`src/pief_pkg.sv`:
```
// Constants for the peripheral interrupt enable and flag register block
package pief_pkg;
    // Register byte offsets on the APB bus
    localparam logic [7:0] PIEF_EN6_OFS = 8'h00;
    localparam logic [7:0] PIEF_REQ_OFS = 8'h04;
    localparam logic [7:0] PIEF_CTRL_OFS = 8'h08;
    localparam logic [7:0] PIEF_STAT_OFS = 8'h0c;
    localparam logic [7:0] PIEF_MASK_OFS = 8'h10;
    localparam logic [7:0] PIEF_PSEL_OFS = 8'h14;

    // Enable register fields
    localparam int PIEF_MEM_EN_BIT = 5;
    localparam int PIEF_OSC_EN_BIT = 4;
    localparam int PIEF_WAVE_EN_BIT = 0;
    localparam logic [7:0] PIEF_EN6_MASK = 8'h31;

    // Request register fields
    localparam int PIEF_TMR_FLAG_BIT = 5;
    localparam int PIEF_PCHG_FLAG_BIT = 4;
    localparam int PIEF_EXT_FLAG_BIT = 0;

    // Control register fields
    localparam int PIEF_GLOBAL_EN_BIT = 7;
    localparam int PIEF_PERIPH_EN_BIT = 6;
    localparam logic [7:0] PIEF_CTRL_MASK = 8'hc0;

    // Event status and mask layout
    localparam int PIEF_EV_NUM = 4;
    localparam int PIEF_EV_TMR = 0;
    localparam int PIEF_EV_EXT = 1;
    localparam int PIEF_EV_PCHG = 2;
    localparam int PIEF_EV_FWD = 3;

    // Pin select and port widths
    localparam int PIEF_PIN_NUM = 8;
    localparam int PIEF_PSEL_W = 3;
    localparam int PIEF_PORT_A_W = 6;
    localparam int PIEF_PORT_E_W = 1;

    // Reset values
    localparam logic [7:0] PIEF_EN6_RST = 8'h00;
    localparam logic [7:0] PIEF_CTRL_RST = 8'h00;
    localparam logic [3:0] PIEF_MASK_RST = 4'h0;
    localparam logic [2:0] PIEF_PSEL_RST = 3'h0;
endpackage

```
`src/pief_sync.sv`:
```
// Three-stage pin synchroniser with agreement filter
`timescale 1ns/1ps
module pief_sync (
    // Clock and reset
    input wire logic pclk,
    input wire logic presetn,
    // Asynchronous pin and filtered level
    input wire logic pin,
    output logic level
);
    logic s1_q, s2_q, s3_q, lvl_q;
    logic lvl_d;

    ////////////////////////////////////////////////////////////////////////////////
    // Level follows only when stages two and three agree
    always_comb begin
        lvl_d = lvl_q;
        if (s2_q == s3_q) begin
            lvl_d = s3_q;
        end
    end

    // First stage feeds only the second
    always_ff @(posedge pclk or negedge presetn) begin
        if (!presetn) begin
            s1_q <= 1'b0;
            s2_q <= 1'b0;
            s3_q <= 1'b0;
            lvl_q <= 1'b0;
        end else begin
            s1_q <= pin;
            s2_q <= s1_q;
            s3_q <= s2_q;
            lvl_q <= lvl_d;
        end
    end

    assign level = lvl_q;
endmodule // pief_sync

```
`src/pief_flag_bit.sv`:
```
// One sticky flag bit, hardware set wins over software write
`timescale 1ns/1ps
module pief_flag_bit (
    // Clock and reset
    input wire logic pclk,
    input wire logic presetn,
    // Hardware set and software write
    input wire logic set,
    input wire logic wr_en,
    input wire logic wr_val,
    // Flag state
    output logic flag
);
    logic flag_q, flag_d;

    ////////////////////////////////////////////////////////////////////////////////
    // Set has priority so a same-cycle event is never lost
    always_comb begin
        flag_d = flag_q;
        if (set) begin
            flag_d = 1'b1;
        end else if (wr_en) begin
            flag_d = wr_val;
        end
    end

    always_ff @(posedge pclk or negedge presetn) begin
        if (!presetn) begin
            flag_q <= 1'b0;
        end else begin
            flag_q <= flag_d;
        end
    end

    assign flag = flag_q;
endmodule // pief_flag_bit

```
`src/pief_regs.sv`:
```
// Peripheral interrupt enable and request flag registers with APB access
//
// The placing of the registers and the APB slave port are this design's own decisions.
`timescale 1ns/1ps
module pief_regs
    import pief_pkg::*;
(
    // APB clock and reset
    input wire logic pclk,
    input wire logic presetn,
    // APB slave
    input wire logic psel,
    input wire logic penable,
    input wire logic pwrite,
    input wire logic [7:0] paddr,
    input wire logic [31:0] pwdata,
    output logic [31:0] prdata,
    output logic pready,
    output logic pslverr,
    // Events from peripherals on this clock
    input wire logic timer_overflow,
    input wire logic [PIEF_PORT_A_W-1:0] port_a_change_flags,
    input wire logic [PIEF_PORT_E_W-1:0] port_e_change_flags,
    // Flags held in the peripheral request registers outside
    input wire logic mem_task_flag,
    input wire logic osc_rollover_flag,
    input wire logic waveform_gen_flag,
    // Asynchronous external interrupt pins
    input wire logic [PIEF_PIN_NUM-1:0] ext_pins,
    // Flag and request outputs
    output logic timer_overflow_flag,
    output logic pin_change_summary_flag,
    output logic ext_pin_irq_flag,
    output logic periph_irq_request,
    output logic irq
);
    // Register state
    logic [7:0] en6_q, en6_d;
    logic [7:0] ctrl_q, ctrl_d;
    logic [PIEF_EV_NUM-1:0] mask_q, mask_d;
    logic [PIEF_PSEL_W-1:0] psel_q, psel_d;
    // Bus answer state
    logic pready_q, pready_d;
    logic pslverr_q, pslverr_d;
    logic [31:0] prdata_q, prdata_d;
    // Pin path state
    logic [PIEF_PIN_NUM-1:0] pin_lvl;
    logic ext_lvl_q, ext_lvl_d;
    logic sel_chg_q, sel_chg_d;
    // Derived request state
    logic pchg_q, pchg_d;
    logic fwd_q, fwd_d;
    logic irq_q, irq_d;
    // Flags
    logic tmr_flag, ext_flag;
    logic [PIEF_EV_NUM-1:0] stat;
    // Combinational helpers
    logic wr_acc, rd_acc, hit;
    logic ext_rise, pchg_now, fwd_now;
    logic [7:0] req_view;
    logic [PIEF_EV_NUM-1:0] ev_set;
    logic [31:0] rd_val;

    ////////////////////////////////////////////////////////////////////////////////
    // APB access phase; pready rises one cycle into access, so every
    // transfer takes exactly one wait state
    always_comb begin
        pready_d = psel & penable & ~pready_q;
    end

    // Write commits only at the edge that also samples pready high
    assign wr_acc = psel & penable & pready_q & pwrite;
    assign rd_acc = psel & penable & ~pready_q & ~pwrite;

    // Address decode and read mux
    always_comb begin
        hit = 1'b1;
        rd_val = 32'h0000_0000;
        if (paddr == PIEF_EN6_OFS) begin
            rd_val = {24'h00_0000, en6_q & PIEF_EN6_MASK};
        end else if (paddr == PIEF_REQ_OFS) begin
            rd_val = {24'h00_0000, req_view};
        end else if (paddr == PIEF_CTRL_OFS) begin
            rd_val = {24'h00_0000, ctrl_q & PIEF_CTRL_MASK};
        end else if (paddr == PIEF_STAT_OFS) begin
            rd_val = {28'h000_0000, stat};
        end else if (paddr == PIEF_MASK_OFS) begin
            rd_val = {28'h000_0000, mask_q};
        end else if (paddr == PIEF_PSEL_OFS) begin
            rd_val = {29'h0000_0000, psel_q};
        end else begin
            hit = 1'b0;
        end
    end

    // Read data and error are loaded together with pready
    always_comb begin
        prdata_d = prdata_q;
        pslverr_d = 1'b0;
        if (pready_d) begin
            pslverr_d = ~hit;
            prdata_d = rd_acc ? rd_val : 32'h0000_0000;
        end
    end

    always_ff @(posedge pclk or negedge presetn) begin
        if (!presetn) begin
            pready_q <= 1'b0;
            pslverr_q <= 1'b0;
            prdata_q <= 32'h0000_0000;
        end else begin
            pready_q <= pready_d;
            pslverr_q <= pslverr_d;
            prdata_q <= prdata_d;
        end
    end

    ////////////////////////////////////////////////////////////////////////////////
    // Writable configuration registers; unimplemented bits never stored
    always_comb begin
        en6_d = en6_q;
        ctrl_d = ctrl_q;
        mask_d = mask_q;
        psel_d = psel_q;
        if (wr_acc) begin
            if (paddr == PIEF_EN6_OFS) begin
                en6_d = pwdata[7:0] & PIEF_EN6_MASK;
            end else if (paddr == PIEF_CTRL_OFS) begin
                ctrl_d = pwdata[7:0] & PIEF_CTRL_MASK;
            end else if (paddr == PIEF_MASK_OFS) begin
                mask_d = pwdata[PIEF_EV_NUM-1:0];
            end else if (paddr == PIEF_PSEL_OFS) begin
                psel_d = pwdata[PIEF_PSEL_W-1:0];
            end
        end
    end

    always_ff @(posedge pclk or negedge presetn) begin
        if (!presetn) begin
            en6_q <= PIEF_EN6_RST;
            ctrl_q <= PIEF_CTRL_RST;
            mask_q <= PIEF_MASK_RST;
            psel_q <= PIEF_PSEL_RST;
        end else begin
            en6_q <= en6_d;
            ctrl_q <= ctrl_d;
            mask_q <= mask_d;
            psel_q <= psel_d;
        end
    end

    ////////////////////////////////////////////////////////////////////////////////
    // Every pin is synchronised so a reselect sees a settled level
    genvar gi;
    generate
        for (gi = 0; gi < PIEF_PIN_NUM; gi++) begin : g_pin
            pief_sync u_sync (
                .pclk(pclk),
                .presetn(presetn),
                .pin(ext_pins[gi]),
                .level(pin_lvl[gi])
            );
        end
    endgenerate

    // Selected pin level; a select change masks one edge, since
    // swapping pins is not an interrupt on the new pin
    always_comb begin
        ext_lvl_d = pin_lvl[psel_q];
        sel_chg_d = (psel_d != psel_q);
    end

    assign ext_rise = ext_lvl_d & ~ext_lvl_q & ~sel_chg_q;

    always_ff @(posedge pclk or negedge presetn) begin
        if (!presetn) begin
            ext_lvl_q <= 1'b0;
            sel_chg_q <= 1'b0;
        end else begin
            ext_lvl_q <= ext_lvl_d;
            sel_chg_q <= sel_chg_d;
        end
    end

    ////////////////////////////////////////////////////////////////////////////////
    // Request flags: hardware set ignores every enable, software
    // write of the register bit stores it
    pief_flag_bit u_tmr_flag (
        .pclk(pclk),
        .presetn(presetn),
        .set(timer_overflow),
        .wr_en(wr_acc && paddr == PIEF_REQ_OFS),
        .wr_val(pwdata[PIEF_TMR_FLAG_BIT]),
        .flag(tmr_flag)
    );

    pief_flag_bit u_ext_flag (
        .pclk(pclk),
        .presetn(presetn),
        .set(ext_rise),
        .wr_en(wr_acc && paddr == PIEF_REQ_OFS),
        .wr_val(pwdata[PIEF_EXT_FLAG_BIT]),
        .flag(ext_flag)
    );

    // Summary flag has no storage; it drops only when every port bit is clear
    assign pchg_now = |port_a_change_flags | |port_e_change_flags;

    // Request register view, unimplemented bits read zero
    always_comb begin
        req_view = 8'h00;
        req_view[PIEF_TMR_FLAG_BIT] = tmr_flag;
        req_view[PIEF_PCHG_FLAG_BIT] = pchg_now;
        req_view[PIEF_EXT_FLAG_BIT] = ext_flag;
    end

    ////////////////////////////////////////////////////////////////////////////////
    // Forwarded peripheral request needs both control enables;
    // stale flags fire at once if enabled first, so clear them before
    // setting an enable
    always_comb begin
        fwd_now = ctrl_q[PIEF_GLOBAL_EN_BIT] & ctrl_q[PIEF_PERIPH_EN_BIT] &
                  ((en6_q[PIEF_MEM_EN_BIT] & mem_task_flag) |
                   (en6_q[PIEF_OSC_EN_BIT] & osc_rollover_flag) |
                   (en6_q[PIEF_WAVE_EN_BIT] & waveform_gen_flag));
        pchg_d = pchg_now;
        fwd_d = fwd_now;
    end

    always_ff @(posedge pclk or negedge presetn) begin
        if (!presetn) begin
            pchg_q <= 1'b0;
            fwd_q <= 1'b0;
        end else begin
            pchg_q <= pchg_d;
            fwd_q <= fwd_d;
        end
    end

    ////////////////////////////////////////////////////////////////////////////////
    // Event status: sticky, write one to clear, set beats clear
    always_comb begin
        ev_set = '0;
        ev_set[PIEF_EV_TMR] = timer_overflow;
        ev_set[PIEF_EV_EXT] = ext_rise;
        ev_set[PIEF_EV_PCHG] = pchg_now & ~pchg_q;
        ev_set[PIEF_EV_FWD] = fwd_now & ~fwd_q;
    end

    generate
        for (gi = 0; gi < PIEF_EV_NUM; gi++) begin : g_stat
            pief_flag_bit u_stat (
                .pclk(pclk),
                .presetn(presetn),
                .set(ev_set[gi]),
                .wr_en(wr_acc && paddr == PIEF_STAT_OFS && pwdata[gi]),
                .wr_val(1'b0),
                .flag(stat[gi])
            );
        end
    endgenerate

    // Interrupt line is a registered level of unmasked status
    always_comb begin
        irq_d = |(stat & mask_q);
    end

    always_ff @(posedge pclk or negedge presetn) begin
        if (!presetn) begin
            irq_q <= 1'b0;
        end else begin
            irq_q <= irq_d;
        end
    end

    ////////////////////////////////////////////////////////////////////////////////
    // Outputs, all from flip-flops
    assign prdata = prdata_q;
    assign pready = pready_q;
    assign pslverr = pslverr_q;
    assign timer_overflow_flag = tmr_flag;
    assign ext_pin_irq_flag = ext_flag;
    assign pin_change_summary_flag = pchg_q;
    assign periph_irq_request = fwd_q;
    assign irq = irq_q;
endmodule // pief_regs

```
`config.mk`:
```
export PLATFORM = sky130hd
export DESIGN_NAME = pief_regs
export DESIGN_NICKNAME = d
export VERILOG_FILES = /design/src/pief_pkg.sv /design/src/pief_sync.sv /design/src/pief_flag_bit.sv /design/src/pief_regs.sv
export SDC_FILE = /design/constraint.sdc
export NUM_CORES = 1
export LEC_CHECK = 0
export BUFFER_PORTS_ARGS = -buffer_cell sky130_fd_sc_hd__buf_2
export CORE_MARGIN = 2
export CORE_UTILIZATION = 44
export CTS_CLUSTER_DIAMETER = 100
export DETAILED_ROUTE_END_ITERATION = 10
export HOLD_SLACK_MARGIN = 0.12
export PLACE_DENSITY = 0.85
export SYNTH_ARGS = -nofsm -noshare
export SYNTH_HDL_FRONTEND = slang
export SYNTH_SLANG_ARGS = --single-unit
export TNS_END_PERCENT = 10
```
`constraint.sdc`:
```
create_clock -name pclk -period 1.59 [get_ports pclk]
set_input_delay 0.318 -clock pclk [delete_from_list [all_inputs] [get_ports pclk]]
set_output_delay 0.318 -clock pclk [all_outputs]
set_load 0.1 [all_outputs]
```
* Word level (Yosys, flattened, before mapping) *
Cells that the tools add are included.
W data, S select, Z words.

storage, ports and cells
  memory bits (writable) = 0
  logic and storage cells = 143
  memories kept = 0
  bits in registers = 89
  latch bits = 0
  ROM bits = 0

operators by class
  muxes and demuxes = 33
  div/mod/pow operators = 0
  bitwise logic cells = 27
  eq/ne operators = 14
  reduce and logical (&&, ||, !) cells = 18
  shift-type cells = 0
  $lt $le $gt $ge = 1
  add/subtract/negate cells = 0
  $mul = 0

operators with widths
  kind                  count
  $mux W32              1
  $mux W8               3
  $mux W1               20
  $mux W3               6
  $eq A8 B4 Y1 const B  2
  $eq A8 B5 Y1 const B  2
  $and A1 B1 Y1         14
  $reduce_bool A2 Y1    6
  $not A1 Y1            9
  $eq A1 B1 Y1          8
  $eq A8 B3 Y1 const B  1
  $logic_not A8 Y1      1
  $mux W4               2
  $logic_and A1 B1 Y1   6
  $reduce_or A6 Y1      1
  $and A4 B4 Y4         1
  $lt A3 B4 Y1 const B  1
  $reduce_and A4 Y1     1
  $reduce_or A4 Y1      1
  $bmux W1 S3           1
  $ne A3 B3 Y1          1
  $or A1 B1 Y1          3
  $reduce_and A3 Y1     1
  $reduce_and A2 Y1     1

* Depth between registers and ports, before layout *
Gate-level depths: netlist (run 1).

  depth after elaboration = 9
  gate-level depth with buffers = 5
  gate-level depth less buffers = 4

* Modules after synthesis *
Synthesis (run 1) repeated with hierarchy kept, for this count alone.

second synthesis, totals
  cell total of the unflattened synthesis = 207
  area, all modules = 2,722.6 sq um

modules (own cells, without submodules)
  module         area each (sq um)  cells an instance  instances
  pief_regs      1,591.5            149                1
  pief_sync      111.4              5                  8
  pief_flag_bit  40.0               3                  6

* Worst setup path after synthesis (run 1) *
OpenSTA, ideal clock, no wires.

  path type = register to register
  start = register pready_q (netlist: pready)
  end = register en6_q[0]
  library setup time = 0.125 ns
  arrival = 2.022 ns
  stages on the path, launching flop included = 4
  slack = -0.557 ns
  cells stage by stage = dfrtp_1 nand4_1 or4_4 mux2_4

between the ends
  longest elaborated chain between the ends = 3

ends and longest elaborated chain
  item                                line              text
  start: declaration                  pief_regs.sv:43   logic pready_q, pready_d;
  start signal: assignment            pief_regs.sv:112  pready_q <= pready_d;
  $and A1 B1 Y1 (2 in a row)          pief_regs.sv:72   assign wr_acc = psel & penable & pready_q & pwrite;
  $reduce_and A2 Y1 (no source line)  n/a
  end signal: assignment              pief_regs.sv:145  en6_q <= en6_d;
  end: declaration                    pief_regs.sv:38   logic [7:0] en6_q, en6_d;

Every way passes these cells.
A chain may end at the register's enable or synchronous reset.

* Worst setup path after layout (run 1) *
  start = input paddr[1]
  end = register en6_q[0]

between the ends
  longest elaborated chain between the ends = 2

ends and longest elaborated chain
  item                                line              text
  start: declaration                  pief_regs.sv:15   input wire logic [7:0] paddr,
  $logic_not A8 Y1                    pief_regs.sv:126  if (paddr == PIEF_EN6_OFS) begin
  $reduce_and A2 Y1 (no source line)  n/a

Every way passes these cells.

==> results.md, run 1 <==
- Worst Path Arrival: between 1500 and 2000 ps
- Mux contribution to synthesized area: 9.11%
- Crit path capture type: flop
- Dpl cells: around 350
- Worst Path Max Fanout: 3
- Synth area leaders: dfrtp_1 (61%), buf_4 (6.8%), mux2_2 (4.2%)
- ANT nets after route: 0
- Crit-path cells: buf_6 > or4_4 > nand2b_4 > or4_4 > mux2_4
- Largest net degree at the start of global routing: 66
- # H-tree levels: 3
- DRC Markers: 0
- Initial Util: ~45%
- Fin. Hold Viols: 0
- Most Frequent Cell on Critical Path: or4_4
- Post-synth top flop: dfrtp_1
- Ports: ~100
- Buf/Inv on CP: 1
- P_leak: around 1.6 nW
- Layout Nets: ~360
- Cell with the most instances after synthesis: dfrtp_1
- Clock Skews: approximately 11 ps
- Status: finished, violations left
- Top delay family on crit path: simple AND/OR/NAND/NOR gates
- Inserted Clock Buffers: 9
- First-pass GRT wire length: between 8 and 9 mm
- Combinational family with the most area after synthesis: simple AND/OR/NAND/NOR gates
- Sequential area share after synthesis: between 60% and 70%
- Vias in the first global route: between 1,500 and 2,000
- Pins over their slew limit: 0
- Ant diodes: 0
- Worst path required time: ~1800 ps
- HP Class: input pin to flop
- Hold_ws: roughly 200 ps
- EDFF count, synth: 0
- TNS Setup: -176 ps
- P&R area growth vs syn: 26.9%
- Pwr Density: around 1000 nW/um^2
- Worst Setup Start Kind: input pin
- Layout cell share with drive strength beyond 1: between 30% and 40%
- Clk_lat worst skew: around 340 ps
- Non-filler cells, final: around 380
- Row cnt: 28
- CP peak stage delay: around 530 ps
- Filler cell count: 487
- Total congestion overflow: 0
- 1st-pass router iterations: 4
- YS warnings: 0
- Synth Area in Compound Gates: approximately 7.1%
- Post-Synthesis Cells: around 210
- RSZ-0062 raised after global routing: true
- GRT Util Overall: between 15 and 20%
- Clock transition at path regs: around 70 ps
- Fin crit share: 103%
- HPWL Detailed: around 3.8 mm
- Commonest cells post-synth: dfrtp_1 (65), buf_4 (24), nand2_1 (13)
- Design Area, Final: ~3400 sq um
- Simple-Gate Fraction of Synth Area: 10.3%
- Largest area contributor in the netlist: dfrtp_1
- Fin crit period: approximately 1600 ps
- Register bit count reported by yosys: 65
- WL final: 5.33 mm
- Synth async-reset ratio: 100%
- CTS root buffer: clkbuf_8
- Setup ws final: -55.1 ps
- Vias: roughly 1,800
- Die area: ~6700 sq um
- Post-synthesis cell area: ~2700 sq um
- Die Span Y: 81.8 um
- Syn avg cell area: approximately 13 sq um
- CTS tree: built
- Worst IR Drop VDD: about 0.67 mV
- Clk sinks: 65
- Setup CP Type: input pin to flop
- XOR/XNOR Fraction of Synth Area: less than 1%
- Placed cell areas: 3080 sq um
- Iter 0 DRT Violations: around 180
- Initial antenna violation count: 0
- Total chip power: between 3 and 4 mW
- Setup violators final: 5
- Routability cong.: roughly 0.87
- Port bufs: between 50 and 60
- Slowest-stage cell, CP: or4_4
- Vias per cell: between 4 and 5
- Synth Area in Adders: between 3 and 4%
- Max_cap viols: 0
- Fmax: around 610 MHz
- Die Wd: ~82 um
- Failing checks: negative setup slack
- CTS max path bufs: 2
- Post-synth top area share: around 61%
- Avg WL per Cell: roughly 14 um
- Library cells used by synthesis: 41
- Core Box Area: roughly 5900 sq um
[cell usage in the layout (no fill, tap or decap), types with 3 or more instances in the layout]
cell           count
nor2_1            10
dfrtp_1           64
xor2_1             3
a22o_1             5
nand2_1           13
buf_4             20
nor4_1             3
maj3_1             8
dlygate4sd3_1      9
a21oi_1            4
inv_1              7
mux2_4             3
clkinv_2           3
mux2_2            10
buf_2             53
mux2i_1            3
clkbuf_8          10
o21ai_0            3
conb_1            24
[worst paths after layout]
kind | startpoint | to | slack, ps | depth (start not counted)
min in group asynchronous | presetn | g_pin[6].u_sync.s2_q | 540 | 3
setup reg to reg | psel_q[0] | u_ext_flag.flag | 30 | 4
hold reg to reg | g_pin[2].u_sync.s1_q | g_pin[2].u_sync.s2_q | 350 | 0
hold / removal | timer_overflow | u_tmr_flag.flag | 200 | 2
max in group asynchronous | presetn | pready | 780 | 3
setup / recovery | paddr[1] | en6_q[0] | -60 | 5
[stage by stage]
step / utilization [%] / worst slack, ps
final: 57.5 / -55.1
after global routing: 57.5 / -60.8
after CTS: 57.1 / -47.2
after detailed placement: 52.4 / -422
after global placement: 52.4 / -408
after floorplan: - / -304
[registers in the layout, summed over array words and instances, names as in the netlist]
| register | flops |
|---|---|
| periph_irq_request | 1 |
| ext_lvl_q | 1 |
| mask_q | 4 |
| g_stat.u_stat.flag | 4 |
| g_pin.u_sync.level | 8 |
| g_pin.u_sync.s2_q | 8 |
| g_pin.u_sync.s3_q | 8 |
| pready | 1 |
| ctrl_q | 2 |
| u_tmr_flag.flag | 1 |
| pin_change_summary_flag | 1 |
| u_ext_flag.flag | 1 |
| g_pin.u_sync.s1_q | 8 |
| sel_chg_q | 1 |
| en6_q | 3 |
| prdata | 8 |
| irq | 1 |
| pslverr | 1 |
| psel_q | 3 |
[final cells by class]
class	count	area (sq um)	share of cell area, %
Clock inverter	6	40.0	1.18
Sequential cell	65	1630	48.1
Inverter	7	26.3	0.777
Tap cell	75	93.8	2.77
Clock buffer	10	138	4.07
Multi-Input combinational cell	128	920	27.2
Timing Repair Buffer	84	537	15.9
[kinds of logic (layout without fill, tap and decap cells)]
group | count (synthesis) | after routing
flops | 65 | 65
mux | 19 | 19
compound gates | 26 | 26
other cells | 1 | 24
buf+inv | 35 | 107
simple gates | 48 | 48
xor+xnor | 3 | 3
fa+ha+maj | 8 | 8
[power breakdown]
part / internal (mW) / leakage [nW] / switching [mW]
Combinational: 0.121 / 0.757 / 0.385
Sequential: 1.71 / 0.798 / 0.0280
Clock: 0.610 / 0.0928 / 0.633
Total: 2.44 / 1.65 / 1.05
[repair_timing]
action / CTS / global route
endpoints found under the setup margin: 6 / 13
hold buffers: 9 / 0
pin swaps: 0 / 1
resized for setup: 1 / 4
endpoints found under the hold margin: 73 / 0
buffers inserted: 0 / 1
[layer usage]
metal | part of all wire [%] | vias up | wire length [um] | global-route usage (%)
li1 | - | 861 | - | -
met3 | 7.2 | 12 | 385 | 6.04
met2 | 49 | 73 | 2600 | 25.7
met5 | 0 | - | 0 | 0
met4 | 2.5 | 0 | 133 | 8.33
met1 | 41 | 888 | 2210 | 21.9
(Power assumes the default switching activity.)
==> run 2: changes to the inputs <==
--- a/config.mk
+++ b/config.mk
@@ -7,11 +7,11 @@
 export LEC_CHECK = 0
 export BUFFER_PORTS_ARGS = -buffer_cell sky130_fd_sc_hd__buf_2
 export CORE_MARGIN = 2
-export CORE_UTILIZATION = 44
+export CORE_UTILIZATION = 48
 export CTS_CLUSTER_DIAMETER = 100
 export DETAILED_ROUTE_END_ITERATION = 10
 export HOLD_SLACK_MARGIN = 0.12
-export PLACE_DENSITY = 0.85
+export PLACE_DENSITY = 0.88
 export SYNTH_ARGS = -nofsm -noshare
 export SYNTH_HDL_FRONTEND = slang
 export SYNTH_SLANG_ARGS = --single-unit
==> constraint.sdc (replaced) <==
create_clock -name pclk -period 1.6 [get_ports pclk]
set_input_delay 0.32 -clock pclk [delete_from_list [all_inputs] [get_ports pclk]]
set_output_delay 0.32 -clock pclk [all_outputs]
set_load 0.1 [all_outputs]
==> results.md, run 2 (synthesis gave the netlist of run 1 again) <==
- Buf/Inv on CP: 1 (unchanged)
- Top delay family on crit path: simple AND/OR/NAND/NOR gates (unchanged)
- Worst Path Max Fanout: 5 (was 3)
- Worst IR Drop VDD: 0.650 mV (was 0.673 mV)
- P_leak: 1.64 nW (was 1.65 nW)
- Fin. Hold Viols: 0 (unchanged)
- Clk sinks: 65 (unchanged)
- # H-tree levels: 3 (unchanged)
- Setup ws final: -95.7 ps (was -55.1 ps)
- Hold path depth: 2 (unchanged)
- Avg WL per Cell: 14.5 um (was 14.2 um)
- Vias: 1,847 (was 1,834)
- R2R setup slack: -40 ps (was 30 ps)
- ANT nets after route: 0 (unchanged)
- Clock transition at path regs: 70 ps (about the same)
- Initial antenna violation count: 0 (unchanged)
- Worst r2r src: psel_q[0] (unchanged)
- Worst Setup Start Kind: input pin (unchanged)
- # Post-CTS Setup Buffers: 0 (unchanged)
- CP peak stage delay: 550 ps (was 530 ps)
- Filler cell count: 427 (was 487)
- Reg2reg path depth: 4 (unchanged)
- Commonest non-fill, non-tap cell in the layout: dfrtp_1 (unchanged)
- Pwr Density: 1070 nW/um^2 (was 1030 nW/um^2)
- HP Class: input pin to flop (unchanged)
- Row cnt: 27 (was 28)
- Fin crit share: 106%
- Largest net degree at the start of global routing: 29 (was 66)
- Final Core Density: 62.2% (was 57.5%)
- Total congestion overflow: 0 (unchanged)
- Fmax: 590 MHz
- Fin crit period: between 1500 and 2000 ps
- Inserted Clock Buffers: 9 (unchanged)
- Setup violators final: 7 (was 5)
- Clk_lat worst skew: 340 ps (about the same)
- Ports: 103 (unchanged)
- CTS root buffer: clkbuf_8 (unchanged)
- Ant diodes: 0 (unchanged)
- Failing checks: negative setup slack (unchanged)
- Worst Path Arrival: 1920 ps (was 1870 ps)
- Vias per cell: 5.01 (was 4.89)
- Worst path required time: 1820 ps (about the same)
- Status: finished, violations left (unchanged)
- First-pass GRT wire length: 8.70 mm (was 8.38 mm)
- GRT Util Overall: 18.9% (was 17.1%)
- Die Wd: 78.5 um (was 81.8 um)
- Layout Nets: 356 (was 359)
- Crit-path cells: buf_6 > or4_4 > nand2b_4 > or4_4 > mux2_4 (unchanged)
- Port bufs: 54 (unchanged)
- Max_cap viols: 0 (unchanged)
- Die Span Y: 78.5 um (was 81.8 um)
- Die area: 6160 sq um (was 6700 sq um)
- WL final: 5.35 mm (was 5.33 mm)
- Crit path capture type: flop (unchanged)
- 1st-pass router iterations: 4 (unchanged)
- Setup CP Type: input pin to flop (unchanged)
- Core Box Area: 5440 sq um (was 5890 sq um)
- Vias in the first global route: 1,844 (was 1,752)
- Reg-to-Reg End: u_ext_flag.flag (unchanged)
- Initial Util: 49.0% (was 45.3%)
- Iter 0 DRT Violations: 95 (was 178)
- Layout cell share with drive strength beyond 1: 37.4% (was 38.0%)
- Routability cong.: 0.862 (was 0.871)
- HPWL Detailed: 3.93 mm (was 3.78 mm)
- RSZ-0062 raised after global routing: true (unchanged)
- P&R area growth vs syn: 26.9% (about the same)
- Commonest cells after routing, fill and taps aside: dfrtp_1 (63), buf_2 (53), conb_1 (24) (was dfrtp_1 (64), buf_2 (53), conb_1 (24))
- Min-delay src: timer_overflow (unchanged)
- Pins over their slew limit: 0 (unchanged)
- Slowest-stage cell, CP: or4_4 (unchanged)
- Clock Skews: 10.6 ps (was 11.3 ps)
- TNS Setup: -464 ps (was -176 ps)
- Most Frequent Cell on Critical Path: or4_4 (unchanged)
- CTS tree: built (unchanged)
- CTS max path bufs: 2 (unchanged)
- DRC Markers: 0 (unchanged)
- Hold endpoint: u_tmr_flag.flag (unchanged)
run 2: changes by cell type in the layout (fill, tap and decap cells not counted), sizes merged:
cell and delta:
buf -3, clkinv -2, inv +1, bufinv +1
clkinvlp +1, clkbuf -1
run 2: worst max path at each step:
stage                  start  slack, ps  cells after the start        to
floorplan           paddr[1]       -300                      4  en6_q[0]
global placement    paddr[1]       -420                      5  en6_q[4]
detailed placement  paddr[1]       -460                      5  en6_q[4]
CTS                 paddr[1]        -80                      5  en6_q[0]
global route        paddr[1]       -100                      5  en6_q[0]
finish              paddr[1]       -100                      5  en6_q[0]
run 2: per-layer routing:
| metal | share of wire, % | up-vias | GRT usage (%) |
|---|---|---|---|
| met1 | 42 | 915 | 23.6 |
| met5 | 0 | - | 0 |
| met2 | 50 | 65 | 29.7 |
| met3 | 5.9 | 14 | 5.63 |
| met4 | 2.7 | 0 | 10.2 |
| li1 | - | 853 | - |
run 2: layout make-up:
class | count | area, sq um | share of cell area [%]
multi-input cells | 128 | 911 | 26.9
inverters | 7 | 26.3 | 0.777
well taps | 72 | 90.1 | 2.66
clock inverters | 7 | 76.3 | 2.26
repair buffers | 81 | 527 | 15.6
flip-flops and latches | 65 | 1630 | 48.2
clock buffers | 9 | 124 | 3.66
run 2: repair_timing:
action / CTS / global route
pin swaps: 0 / 1
hold buffers: 9 / 0
gates cloned: 0 / 0
hold endpoints to repair: 27 / 0
setup endpoints to repair: 8 / 15
gates resized for setup: 3 / 1
run 2: stage by stage:
step | worst slack, ps | instances | power [mW] | cell area (sq um) | hold WS [ps]
global placement | -422 | 344 | 2.24 | 3080 | 309
detailed placement | -461 | 344 | 2.25 | 3080 | 314
global route | -99.6 | 369 | 3.77 | 3380 | 204
CTS | -77.2 | 369 | 3.66 | 3380 | 180
floorplan | -296 | 228 | 2.14 | 2750 | 24.4
finish | -95.7 | 369 | 3.62 | 3380 | 198
run 2: power breakdown:
group	switching [mW]	internal [mW]	leakage [nW]
combinational	0.384	0.122	0.744
sequential	0.0290	1.70	0.796
clock	0.655	0.731	0.0966
total	1.07	2.55	1.64
==> run 3: changes to the inputs <==
--- a/config.mk
+++ b/config.mk
@@ -7,11 +7,11 @@
 export LEC_CHECK = 0
 export BUFFER_PORTS_ARGS = -buffer_cell sky130_fd_sc_hd__buf_2
 export CORE_MARGIN = 2
-export CORE_UTILIZATION = 48
+export CORE_UTILIZATION = 50
 export CTS_CLUSTER_DIAMETER = 100
 export DETAILED_ROUTE_END_ITERATION = 10
 export HOLD_SLACK_MARGIN = 0.12
-export PLACE_DENSITY = 0.88
+export PLACE_DENSITY = 0.91
 export SYNTH_ARGS = -nofsm -noshare
 export SYNTH_HDL_FRONTEND = slang
 export SYNTH_SLANG_ARGS = --single-unit
==> constraint.sdc (replaced) <==
create_clock -name pclk -period 2.1 [get_ports pclk]
set_input_delay 0.42 -clock pclk [delete_from_list [all_inputs] [get_ports pclk]]
set_output_delay 0.42 -clock pclk [all_outputs]
set_load 0.1 [all_outputs]
==> results.md, run 3 (synthesis gave the netlist of run 1 again) <==
- Status: complete, no violations (was finished, violations left)
- Die Wd: 77.0 um (was 78.5 um)
- Clk_lat worst skew: 330 ps (was 340 ps)
- Non-filler cells, final: 346 (was 369)
- Clk sinks: 65 (unchanged)
- Design Area, Final: 3190 sq um (was 3380 sq um)
- Commonest cells after routing, fill and taps aside: dfrtp_1 (64), buf_2 (54), conb_1 (24) (was dfrtp_1 (63), buf_2 (53), conb_1 (24))
- Clock transition at path regs: 70 ps (about the same)
- RSZ-0062 raised after global routing: false (was true)
- Filler cell count: 415 (was 427)
- Setup CP Type: input pin to flop (unchanged)
- Fin crit period: roughly 1800 ps
- Layout cell share with drive strength beyond 1: 34.4% (was 37.4%)
- Initial Util: 51.9% (was 49.0%)
- GRT Util Overall: 18.5% (was 18.9%)
- HPWL Detailed: 3.64 mm (was 3.93 mm)
- Worst Setup Start Kind: input pin (unchanged)
- Largest net degree at the start of global routing: 66 (was 29)
- Ports: 103 (unchanged)
- Placed cell areas: 2970 sq um (was 3080 sq um)
- Final Core Density: 62.0% (was 62.2%)
- Die Span Y: 77.0 um (was 78.5 um)
- WL final: 4.98 mm (was 5.35 mm)
- Crit path capture type: flop (unchanged)
- Total chip power: 2.76 mW (was 3.62 mW)
- Hold path depth: 1 (was 2)
- 1st-pass router iterations: 5 (was 4)
- Vias in the first global route: 1,789 (was 1,844)
- Worst Path Max Fanout: 4 (was 5)
- Reg2reg path depth: 4 (unchanged)
- Vias per cell: 5.17 (was 5.01)
- Pwr Density: 867 nW/um^2 (was 1070 nW/um^2)
- Avg WL per Cell: 14.4 um (was 14.5 um)
- DRC Markers: 0 (unchanged)
- Worst path required time: 2320 ps (was 1820 ps)
- Setup ws final: 303 ps (was -95.7 ps)
- Dpl cells: 329 (was 344)
- P_leak: 1.54 nW (was 1.64 nW)
- # H-tree levels: 3 (unchanged)
- P&R area growth vs syn: 19.6% (was 26.9%)
- Multi-input logic area: 903 sq um (was 911 sq um)
- Commonest non-fill, non-tap cell in the layout: dfrtp_1 (unchanged)
- Fmax: 557 MHz
- Ant diodes: 0 (unchanged)
- Core Box Area: 5140 sq um (was 5440 sq um)
- HP Class: input pin to flop (unchanged)
- Worst IR Drop VDD: 0.609 mV (was 0.650 mV)
- CTS tree: built (unchanged)
- Port bufs: 54 (unchanged)
- ANT nets after route: 0 (unchanged)
- Routability cong.: 0.915 (was 0.862)
- CTS max path bufs: 2 (unchanged)
- Worst Path Arrival: 2010 ps (was 1920 ps)
- Vias: 1,790 (was 1,847)
- Reg area: 1630 sq um (about the same)
- Die area: 5930 sq um (was 6160 sq um)
- TNS Setup: 0 ps (was -464 ps)
- Resized Gates After CTS: 0 (was 3)
- Row cnt: 26 (was 27)
- Total congestion overflow: 0 (unchanged)
- Max_cap viols: 0 (unchanged)
- CTS root buffer: clkbuf_8 (unchanged)
- Layout Nets: 335 (was 356)
- Hold endpoint: g_pin[4].u_sync.s1_q (was u_tmr_flag.flag)
- Iter 0 DRT Violations: 198 (was 95)
- Initial antenna violation count: 0 (unchanged)
- Fin crit share: ~86%
- R2R setup slack: 440 ps (was -40 ps)
- First-pass GRT wire length: 8.39 mm (was 8.70 mm)
- Pins over their slew limit: 0 (unchanged)
- Hold_ws: 185 ps (was 198 ps)
- Reg-to-Reg End: u_ext_flag.flag (unchanged)
- Setup violators final: 0 (was 7)
- Clock Skews: 4.63 ps (was 10.6 ps)
- DP Worst Slack: -34.3 ps (was -461 ps)
- Min-delay src: ext_pins[4] (was timer_overflow)
- Inserted Clock Buffers: 9 (unchanged)
- Worst r2r src: psel_q[0] (unchanged)
- Fin. Hold Viols: 0 (unchanged)
[run 3: cell count changes in the layout (fill, tap and decap cells not counted), sizes merged]
cell | previous run | this run
buf | 72 | 59
clkbuf | 9 | 10
clkinv | 1 | 2
clkinvlp | 2 | 0
dlygate4sd3 | 9 | 1
[run 3: power breakdown]
group	switching (mW)	leakage, nW	internal (mW)
registers	0.0234	0.798	1.30
clock network	0.495	0.108	0.597
logic	0.285	0.638	0.0681
total	0.803	1.54	1.96
[run 3: timing repair]
action                                  in CTS  in global routing
endpoints found under the setup margin       0                  0
endpoints found under the hold margin       65                  0
hold buffers                                 1                  0
buffers inserted                             0                  0
[run 3: layer usage]
layer	track usage, %	share of wire (%)	vias to the layer above
met5	0	0	-
met2	28.0	48	91
met4	11.1	3.1	0
met1	24.6	42	862
li1	-	-	822
met3	4.24	6.8	15
[run 3: critical path: stages]
cell    delay (ps)
buf_2          100
or4_4          540
nor2_1         240
and4_1         350
mux2_2         360
[run 3: layout make-up]
class	count	area share, %
Inverter	7	0.824
Clock buffer	10	4.32
Sequential cell	65	51.1
Clock inverter	6	2.32
Multi-Input combinational cell	128	28.3
Tap cell	70	2.75
Timing Repair Buffer	60	10.4
[run 3: worst max path at each step]
stage	from	endpoint	slack, ps	depth (start not counted)
5_1_grt	paddr[1]	psel_q[1]	280	5
6_report	paddr[1]	psel_q[1]	300	5
3_5_place_dp	paddr[1]	en6_q[4]	-30	5
2_1_floorplan	paddr[1]	en6_q[0]	100	4
3_3_place_gp	paddr[1]	en6_q[5]	-20	5
4_1_cts	paddr[1]	en6_q[4]	320	5
